$ cat src/dpscp_pkg.sv
package dpscp_pkg;
  localparam int WORD_W = 24;
  localparam int WIPER_W = 10;
  localparam int NV_DATA_W = 16;
  localparam int NV_WORDS = 16;
  localparam int CNT_W = 5;

  typedef struct packed {
    logic [3:0] command_field;
    logic [3:0] address_field;
    logic [15:0] data_field;
  } dpscp_word_t;

  localparam logic [3:0] CMD_RESTORE = 4'h1;
  localparam logic [3:0] CMD_STORE_WIPER = 4'h2;
  localparam logic [3:0] CMD_STORE_DATA = 4'h3;
  localparam logic [3:0] CMD_RESET = 4'h8;
  localparam logic [3:0] CMD_READ_NV = 4'h9;
  localparam logic [3:0] CMD_READ_WIPER = 4'hA;
  localparam logic [3:0] CMD_WRITE_WIPER = 4'hB;
  localparam logic [2:0] GRP_DEC6 = 3'h2;
  localparam logic [2:0] GRP_DEC1 = 3'h3;
  localparam logic [2:0] GRP_INC6 = 3'h6;
  localparam logic [2:0] GRP_INC1 = 3'h7;

  localparam logic [9:0] WIPER_MID = 10'h200;
  localparam logic [9:0] WIPER_MAX = 10'h3FF;
  localparam logic [9:0] WIPER_MIN = 10'h000;
  localparam logic [9:0] WIPER_ONE = 10'h001;
  localparam logic [5:0] WIPER_PAD = 6'h00;
  localparam logic [3:0] NV_ADDR_WIPER = 4'h0;
  localparam logic [3:0] NV_ADDR_LATCH = 4'h1;
  localparam logic [15:0] NV_RST_WIPER = 16'h0200;
  localparam logic [15:0] NV_RST_LATCH = 16'h0003;
  localparam logic [15:0] NV_RST_OTHER = 16'h0000;
  localparam logic [4:0] BIT_LAST = 5'h17;
  localparam logic [4:0] BIT_ZERO = 5'h00;
  localparam logic [4:0] BIT_ONE = 5'h01;
  localparam logic [1:0] QUAD_ZERO = 2'h0;
endpackage

$ cat src/dpscp_top.sv
`timescale 1ns/10ps
module dpscp_top (
  input wire logic mclk,
  input wire logic rst_n,
  input wire logic sclk_pin,
  input wire logic sdi_pin,
  input wire logic cs_n_pin,
  output logic sdo_o,
  output logic sdo_oe_n,
  output logic [dpscp_pkg::WIPER_W-1:0] wiper_setting_register,
  output logic latched_output_first,
  output logic latched_output_second
);
  logic rst_m;
  logic rst_q;
  logic [2:0] sync_a;
  logic [2:0] sync_b;
  logic sclk_d;
  logic cs_d;
  logic [dpscp_pkg::WORD_W-1:0] sreg;
  logic [dpscp_pkg::CNT_W-1:0] bit_cnt;
  logic any_clk;
  logic have_cmd;
  logic po_done;
  logic sdo_bit;
  logic rb_pend;
  logic [dpscp_pkg::NV_DATA_W-1:0] rb_data;
  dpscp_pkg::dpscp_word_t last_word;
  logic [dpscp_pkg::NV_DATA_W-1:0] store [dpscp_pkg::NV_WORDS];

  always_ff @(posedge mclk or negedge rst_n) begin
    if (!rst_n) begin
      rst_m <= 1'b0;
      rst_q <= 1'b0;
    end else begin
      rst_m <= 1'b1;
      rst_q <= rst_m;
    end
  end

  // Two-stage pin synchronisers: {sclk, sdi, cs_n}
  always_ff @(posedge mclk or negedge rst_q) begin
    if (!rst_q) begin
      sync_a <= 3'h1;
      sync_b <= 3'h1;
      sclk_d <= 1'b0;
      cs_d <= 1'b1;
    end else begin
      sync_a <= {sclk_pin, sdi_pin, cs_n_pin};
      sync_b <= sync_a;
      sclk_d <= sync_b[2];
      cs_d <= sync_b[0];
    end
  end

  wire sclk_s = sync_b[2];
  wire sdi_s = sync_b[1];
  wire cs_s = sync_b[0];
  wire sclk_rise = sclk_s & ~sclk_d & ~cs_s;
  wire sclk_fall = ~sclk_s & sclk_d & ~cs_s;
  wire cs_rise = cs_s & ~cs_d;
  wire cs_fall = ~cs_s & cs_d;
  wire frame_ok = cs_rise & any_clk & (bit_cnt == dpscp_pkg::BIT_ZERO);
  wire repeat_ok = cs_rise & ~any_clk & have_cmd;
  wire exec = frame_ok | repeat_ok;
  wire misalign = cs_rise & (bit_cnt[1:0] != dpscp_pkg::QUAD_ZERO);
  dpscp_pkg::dpscp_word_t exec_word;
  assign exec_word = frame_ok ? dpscp_pkg::dpscp_word_t'(sreg) : last_word;
  wire [3:0] cmd = exec_word.command_field;
  wire [3:0] addr = exec_word.address_field;
  wire [9:0] wdata = exec_word.data_field[dpscp_pkg::WIPER_W-1:0];
  wire [9:0] nv_wiper = store[dpscp_pkg::NV_ADDR_WIPER][dpscp_pkg::WIPER_W-1:0];
  wire [9:0] w = wiper_setting_register;
  wire [9:0] w_inc1 = (w == dpscp_pkg::WIPER_MAX) ? w : w + dpscp_pkg::WIPER_ONE;
  wire [9:0] w_dec1 = (w == dpscp_pkg::WIPER_MIN) ? w : w - dpscp_pkg::WIPER_ONE;
  wire [9:0] w_inc6 = w[9] ? dpscp_pkg::WIPER_MAX : {w[8:0], 1'b0};
  wire [9:0] w_dec6 = {1'b0, w[9:1]};
  wire is_restore = (cmd == dpscp_pkg::CMD_RESTORE) | (cmd == dpscp_pkg::CMD_RESET);
  wire [9:0] next_wiper =
    (cmd == dpscp_pkg::CMD_WRITE_WIPER) ? wdata :
    is_restore ? nv_wiper :
    (cmd[3:1] == dpscp_pkg::GRP_INC1) ? w_inc1 :
    (cmd[3:1] == dpscp_pkg::GRP_DEC1) ? w_dec1 :
    (cmd[3:1] == dpscp_pkg::GRP_INC6) ? w_inc6 :
    (cmd[3:1] == dpscp_pkg::GRP_DEC6) ? w_dec6 : w;
  wire is_read = (cmd == dpscp_pkg::CMD_READ_NV) | (cmd == dpscp_pkg::CMD_READ_WIPER);
  wire [15:0] next_rb = (cmd == dpscp_pkg::CMD_READ_WIPER) ? {dpscp_pkg::WIPER_PAD, w} :
    store[addr];

  // Frame counting and shift register
  always_ff @(posedge mclk or negedge rst_q) begin
    if (!rst_q) begin
      sreg <= '0;
      bit_cnt <= dpscp_pkg::BIT_ZERO;
      any_clk <= 1'b0;
      sdo_bit <= 1'b1;
    end else begin
      if (sclk_rise) begin
        sreg <= {sreg[dpscp_pkg::WORD_W-2:0], sdi_s};
        bit_cnt <= (bit_cnt == dpscp_pkg::BIT_LAST) ? dpscp_pkg::BIT_ZERO
                   : bit_cnt + dpscp_pkg::BIT_ONE;
        any_clk <= 1'b1;
      end else if (cs_fall && rb_pend) begin
        sreg[dpscp_pkg::NV_DATA_W-1:0] <= rb_data;
        sdo_bit <= sreg[dpscp_pkg::WORD_W-1];
      end else if (cs_fall) begin
        sdo_bit <= sreg[dpscp_pkg::WORD_W-1];
      end else if (cs_rise) begin
        any_clk <= 1'b0;
        if (misalign) begin
          bit_cnt <= dpscp_pkg::BIT_ZERO;
        end
      end
      if (sclk_fall) begin
        sdo_bit <= sreg[dpscp_pkg::WORD_W-1];
      end
    end
  end

  // Open-drain output, released while deselected
  always_ff @(posedge mclk or negedge rst_q) begin
    if (!rst_q) begin
      sdo_o <= 1'b0;
      sdo_oe_n <= 1'b1;
    end else begin
      sdo_o <= 1'b0;
      sdo_oe_n <= cs_s | sdo_bit;
    end
  end

  // Command execution and readback capture
  always_ff @(posedge mclk or negedge rst_q) begin
    if (!rst_q) begin
      have_cmd <= 1'b0;
      last_word <= '0;
      rb_pend <= 1'b0;
      rb_data <= '0;
    end else if (exec) begin
      have_cmd <= 1'b1;
      last_word <= exec_word;
      rb_pend <= is_read;
      rb_data <= next_rb;
    end else if (cs_fall) begin
      rb_pend <= 1'b0;
    end
  end

  // Wiper and nonvolatile store
  always_ff @(posedge mclk or negedge rst_q) begin
    if (!rst_q) begin
      po_done <= 1'b0;
      wiper_setting_register <= dpscp_pkg::WIPER_MID;
      for (int i = 0; i < dpscp_pkg::NV_WORDS; i++) begin
        store[i] <= (i == 0) ? dpscp_pkg::NV_RST_WIPER :
                    (i == 1) ? dpscp_pkg::NV_RST_LATCH : dpscp_pkg::NV_RST_OTHER;
      end
    end else if (!po_done) begin
      po_done <= 1'b1;
      wiper_setting_register <= nv_wiper;
    end else if (exec) begin
      wiper_setting_register <= next_wiper;
      if (cmd == dpscp_pkg::CMD_STORE_WIPER) begin
        store[dpscp_pkg::NV_ADDR_WIPER] <= {dpscp_pkg::WIPER_PAD, w};
      end else if (cmd == dpscp_pkg::CMD_STORE_DATA) begin
        store[addr] <= exec_word.data_field;
      end
    end
  end

  always_ff @(posedge mclk or negedge rst_q) begin
    if (!rst_q) begin
      latched_output_first <= 1'b1;
      latched_output_second <= 1'b1;
    end else begin
      latched_output_first <= store[dpscp_pkg::NV_ADDR_LATCH][0];
      latched_output_second <= store[dpscp_pkg::NV_ADDR_LATCH][1];
    end
  end
endmodule

$ cat config.mk
export PLATFORM = sky130hd
export DESIGN_NAME = dpscp_top
export DESIGN_NICKNAME = d
export VERILOG_FILES = /design/src/dpscp_pkg.sv /design/src/dpscp_top.sv
export SDC_FILE = /design/constraint.sdc
export NUM_CORES = 1
export LEC_CHECK = 0
export ABC_AREA = 1
export BUFFER_PORTS_ARGS = -buffer_cell sky130_fd_sc_hd__buf_2
export CORE_MARGIN = 2
export CORE_UTILIZATION = 60
export DETAILED_ROUTE_END_ITERATION = 8
export GPL_TIMING_DRIVEN = 0
export PLACE_DENSITY = 0.81
export SLEW_MARGIN = 20
export SYNTH_ARGS = -nofsm -noshare
export SYNTH_HDL_FRONTEND = slang
export SYNTH_SLANG_ARGS = --single-unit
$ cat constraint.sdc
create_clock -name mclk -period 24.2 [get_ports mclk]
set_clock_uncertainty 0.1 [all_clocks]
set_input_delay 4.84 -clock mclk [delete_from_list [all_inputs] [get_ports mclk]]
set_output_delay 4.84 -clock mclk [all_outputs]
set_load 0.01 [all_outputs]
==> results of run 1 <==
## Yosys cell counts, drive strengths merged (2+ instances only)
cell type and count:
a21oi 35, or2 22, dfstp 11, o21ai 352, conb 2, nor4 2
inv 99, nor3 9, o21bai 11, nand3b 5, xor2 14, a22oi 6
o31ai 5, o22ai 2, dfrtp 342, nand3 145, nor2 112, buf 71
o21a 3, clkbuf 63, nand2 776, ha 4, o211ai 6, nand4 7
## cell type report
cell class	instances	area (sq um)
Sequential cell	353	8850
Fill cell	2302	8810
Multi-Input combinational cell	1523	7000
Clock buffer	62	1150
Buffer	134	634
Tap cell	378	473
Inverter	100	375
Timing Repair Buffer	23	250
Clock inverter	8	159
## sequential cells by signal, indices dropped and copies added (netlist names)
register / cells
sync_b: 3
cs_d: 1
rst_q: 1
sdo_oe_n: 1
po_done: 1
sync_a: 3
wiper_setting_register: 10
sclk_d: 1
latched_output_first: 1
store: 246
rst_m: 1
sdo_bit: 1
rb_pend: 1
bit_cnt: 5
rb_data: 16
any_clk: 1
sreg: 24
nv_wiper: 10
last_word: 24
latched_output_second: 1
have_cmd: 1
## layer usage
layer / vias to the layer above / global-route usage (%) / wire (um)
met5: - / 0 / 0
met3: 207 / 7.59 / 5410
met4: 0 / 21.6 / 3300
met1: 7440 / 50.7 / 21000
li1: 6957 / - / -
met2: 906 / 59.7 / 24900
## per-stage QoR
| step | power, mW | setup WS (ns) | util, % |
|---|---|---|---|
| 2_1_floorplan | 0.758 | 13.55 | - |
| 3_3_place_gp | 0.849 | 9.91 | 62.8 |
| 3_5_place_dp | 0.857 | 18.51 | 63.4 |
| 4_1_cts | 1.46 | 17.97 | 68.2 |
| 5_1_grt | 1.51 | 17.91 | 68.2 |
| 6_report | 1.47 | 17.96 | 68.2 |
## worst max-delay path by stage
stage                                endpoint  slack (ns)  depth (start not counted)
floorplan                 any_clk$_DFFE_PN0P_       13.55                          0
global placement       store[115]$_DFFE_PN0P_        9.91                          0
detailed placement  wiper_setting_register[0]       18.51                          1
CTS                 wiper_setting_register[0]       17.97                          1
global route        wiper_setting_register[0]       17.91                          1
finish              wiper_setting_register[3]       17.96                          1
## placed cells by master (no fill, tap or decap), drive strengths merged
cell type	n
nand3b	5
xnor2	1
a31oi	1
nor2	112
nand4	7
nor3	9
o211ai	6
dfstp	11
xor2	14
and2	1
o32ai	1
buf	94
o21bai	11
bufinv	4
o31ai	5
dfrtp	342
nor4	2
ha	4
or2	22
conb	3
clkinv	3
a21oi	35
inv	101
o21a	3
o21ai	352
clkbuf	125
a22oi	6
o22ai	2
nand2	776
nand3	145
## power by group through the flow
stage / combinational [mW] / sequential, mW / clock [mW]
after floorplan: 0.118 / 0.640 / 0
after global placement: 0.204 / 0.646 / 0
after detailed placement: 0.220 / 0.637 / 0
after CTS: 0.221 / 0.627 / 0.610
after global routing: 0.239 / 0.629 / 0.637
final: 0.230 / 0.628 / 0.612
## cells by family after synthesis
family	count (synthesis)	share of synthesized area, %
xor gates and xnor gates	15	0.780
and+or+nand+nor	1079	27.1
DFF	353	52.5
AOI/OAI and AO/OA	422	13.3
buffers and inverters	234	5.99
adders and majority gates	4	0.297
other	2	0.0446
==> metrics.txt, run 1 <==
Critical path origin=wiper_setting_register[3]$_DFFE_PN0P_; vias=about 16000; ys flop type=dfrtp_1; Peak Freq=160 MHz; MaxCap Viol Count=0; # port buffers=17; Core Region=27700 sq um; failing checks=design-rule violations; CTS tree=built; r2r setup slk=about 21 ns; Internal Power=just over 1 mW; DP Wirelength=38.2 mm; Area contributors post-synth=dfrtp_1 (51%), nand2_1 (17%), o21ai_1 (7.7%); RSZ-0062 raised after global routing=no; largest net degree at the start of global routing=slightly below 60; post-CTS setup buffer count=0; Tot GR Track Use=a little under two fifths; final WL=54.6 mm; Worst Setup Start Kind=register; CTS resizes=0; Final Critical Period=6.24 ns; Final Max Tran Viols=0; PD cells=77.8 nW/um^2; final setup violation count=0; final antenna-violating net count=0; Endpoint, Worst Hold=sync_b[2]$_DFF_PN0_; CP max FO=8; design area=18900 sq um; Clock Power Share=41.6%; CP bufs+invs=1; Hold WC Path Type=reg -> reg; vias in the first global route=~15000; global-route wire length before repair=between 80 and 90 mm; path type of the worst setup path=reg -> out; Min-Delay Path Depth=0; share of the synthesized area in the top cell type=approximately half; routability cong.=between 1 and 1.5; average size of a mapped cell=7.99 sq um; cts bufs inserted=38; cell area after synthesis=16800 sq um; Cell Count, Final, Fillers Out=roughly 2600; delay-heaviest family, CP=flip-flops; combinational share of power=15.7%; router iterations before antenna repair=8; share of post-route cells with drive strength above 1=9.71%; # IOs=19; worst skew pair latency=0.53 ns; Peak VDD IR=between 0.05 and 0.06 mV; Area Growth Syn to Fin=12.2%; sw power=0.447 mW; antenna violations before repair=0; CP Cell Sequence=buf_2; Ys Warns=0; Final TNS setup=0 ns; period utilisation layout=25.8%; H-Tree Depth=2; critical path's largest stage delay=around 0.58 ns; CTS sink cnt=about 350; switch share=a little under a third; critical path's slowest cell=dfrtp_1; DP Cell Count=around 2500; Remaining DRCs=1; hold buffer count at CTS=0; Starting DRT DRC Count=~1800; Initial Utilization=60.8%; Post-synth EDFFs=0; Seq pwr share=between 40% and 50%; Reg clk slew, reported paths=~0.06 ns; leading area contributor after synthesis=dfrtp_1; Arr. time, crit path=~1.3 ns; Reg-to-Reg End=store[224]$_DFFE_PN1P_; Reg2Reg Launch Point=bit_cnt[0]$_DFFE_PN0P_; hold path startpoint=sync_a[2]$_DFF_PN0_; Die X=between 150 and 200 um; Worst Path Required=19.26 ns; Async SR Flop Fraction=between 90% and 100%; vias per inst=6.01; Crit. End Element=output port; register area share after synthesis=52.5%; Area after DPL=between 15000 and 20000 sq um; n_diodes=0; Die Y=172 um; final hold violation count=0; CTS Root Cell=clkbuf_16; number of nets in the layout=between 2000 and 2500; Die Footprint=approximately 29000 sq um; flops & latches, synth=353; Netlist cell types=47; WL/cell=21.1 um; GRT overflow=0; Pleak=8.95 nW; run status=complete, but fails checks; Hold Slack=0.254 ns; clock tree buffer depth=3; row count=between 60 and 70; Worst-Margin Slew=1.12 ns; Worst R2R Path Depth=11; Synth Instances=around 2100; Slew HR=24.7%
No activity file was read; power rests on OpenSTA's default activity.
==> run 2: changes to the inputs <==
==> constraint.sdc (replaced) <==
create_clock -name mclk -period 6.1 [get_ports mclk]
set_clock_uncertainty 0.1 [all_clocks]
set_input_delay 1.22 -clock mclk [delete_from_list [all_inputs] [get_ports mclk]]
set_output_delay 1.22 -clock mclk [all_outputs]
set_load 0.01 [all_outputs]
==> run 2 against run 1 <==
The flow now finishes without violations. Flip-flop and latch count unchanged. Routed wire length decreased by 0.92%. Utilization decreased by 0.20 points. Critical path depth increased by 10. Final cell count decreased by 0.12%. Clock power increased to 3.8 times the previous value. Global-route usage decreased by 0.48 points. Largest cell class unchanged.
==> metrics.txt, run 2 (synthesis gave the netlist of run 1 again) <==
number of nets in the layout=about 2200; MaxCap Viol Count=0; global-route wire length before repair=between 80 and 90 mm; share of post-route cells with drive strength above 1=9.82%; most common cell after layout, fill and taps aside=nand2_1; Tot GR Track Use=between 30 and 40%; Worst Setup Start Kind=register; Reg clk slew, reported paths=~0.060 ns; Slew HR=23.2%; WL/cell=approximately 21 um; final setup violation count=0; Worst-Margin Slew=about 1.1 ns; max reg flops=246; routability cong.=about 1.0; CTS Root Cell=clkbuf_16; period utilisation layout=59.1%; delay-heaviest family, CP=buffers and inverters; Peak VDD IR=0.234 mV; design area=18800 sq um; row count=~60; Final Max Tran Viols=0; H-Tree Depth=2; CTS sink cnt=353; vias=about 15000; largest reg by FF count=store; CP max FO=10; worst skew pair latency=between 0.5 and 0.6 ns; final WL=approximately 54 mm; vias per inst=roughly 6.0; critical path's slowest cell=o21ai_1; Crit. End Element=register; router iterations before antenna repair=6; critical path's largest stage delay=0.81 ns; Starting DRT DRC Count=about 1800; Die Y=between 150 and 200 um; # port buffers=17; Die X=roughly 170 um; most frequent cells in the layout=nand2_1 (764), dfrtp_1 (341), o21ai_1 (256); RSZ-0062 raised after global routing=no; run status=finished clean; Hold WC Path Type=reg -> async; # IOs=19; final hold violation count=0; cts bufs inserted=38; n_diodes=0; Initial Utilization=roughly three fifths; biggest regs=store (246), last_word (24), sreg (24); Core Region=27700 sq um; final antenna-violating net count=0; CP bufs+invs=5; Area Growth Syn to Fin=11.8%; Die Footprint=around 30000 sq um; antenna violations before repair=0; Remaining DRCs=0; GRT overflow=0; largest net degree at the start of global routing=between 50 and 60; DP Wirelength=38.2 mm; Area after DPL=around 18000 sq um; Arr. time, crit path=3.88 ns; hold buffer count at CTS=0; Tot Pwr=approximately 5.7 mW; Peak Freq=277 MHz; Pleak=8.93 nW; path type of the worst setup path=reg -> reg; vias in the first global route=between 10000 and 15000; CP Cell Sequence=inv_1 > ha_1 > nand2_1 > nor2_2 > nand2_4 > inv_2 > buf_4 > buf_2 > o21ai_1 > clkbuf_1 > o21ai_1; post-CTS setup buffer count=0; Final Critical Period=3.61 ns; PD cells=around 300 nW/um^2; CTS tree=built; clock tree buffer depth=3; Worst Path Required=between 6 and 7 ns; CTS resizes=0; Crit path top cell by count=o21ai_1
[run 2: cell count changes in the layout (fill, tap and decap cells not counted), moves of 2 or more]
cell and change:
clkinv_2 +5, clkbuf_8 -2, buf_12 +3, clkbuf_1 -5, buf_16 -2
[run 2: per-stage QoR]
| step | setup slack, ns | TNS, ns | hold slack (ns) | std cells | utilization, % |
|---|---|---|---|---|---|
| 2_1_floorplan | 0.243 | 0 | 0.231 | 2110 | - |
| 3_3_place_gp | -1.78 | -591.45 | 0.238 | 2505 | 62.8 |
| 3_5_place_dp | 2.59 | 0 | 0.198 | 2512 | 63.5 |
| 4_1_cts | 2.55 | 0 | 0.202 | 2578 | 68.0 |
| 5_1_grt | 2.30 | 0 | 0.238 | 2578 | 68.0 |
| 6_report | 2.49 | 0 | 0.189 | 2578 | 68.0 |
[run 2: final cells by class]
cell class,count,area [sq um]
Fill cell,2277,8870
Sequential cell,353,8850
Multi-Input combinational cell,1523,7000
Clock buffer,55,1100
Buffer,134,634
Tap cell,378,473
Inverter,100,375
Timing Repair Buffer,24,255
Clock inverter,11,145
[run 2: where the power goes]
| group | internal, mW | switching (mW) |
|---|---|---|
| Clock | 1.39 | 0.950 |
| Sequential | 2.43 | 0.0492 |
| Combinational | 0.159 | 0.757 |
[run 2: worst paths after layout]
check / start / end / slack [ns] / depth (start not counted)
max in group asynchronous: rst_q$_DFF_PN0_ / sdo_bit$_DFFE_PN1P_ / 4.14 / 4
hold / removal: rst_q$_DFF_PN0_ / store[60]$_DFFE_PN0P_ / 0.19 / 0
setup reg to reg: bit_cnt[0]$_DFFE_PN0P_ / store[162]$_DFFE_PN0P_ / 2.49 / 11
min in group mclk: rst_m$_DFF_PN0_ / rst_q$_DFF_PN0_ / 0.25 / 0
hold reg to reg: rst_q$_DFF_PN0_ / store[60]$_DFFE_PN0P_ / 0.19 / 0
setup / recovery: bit_cnt[0]$_DFFE_PN0P_ / store[162]$_DFFE_PN0P_ / 2.49 / 11
[run 2: metal layers]
metal | routed length (um) | global-route usage [%]
met1 | 21100 | 51.3
met2 | 24000 | 57.6
met3 | 5660 | 7.78
met4 | 3320 | 20.7
met5 | 0 | 0
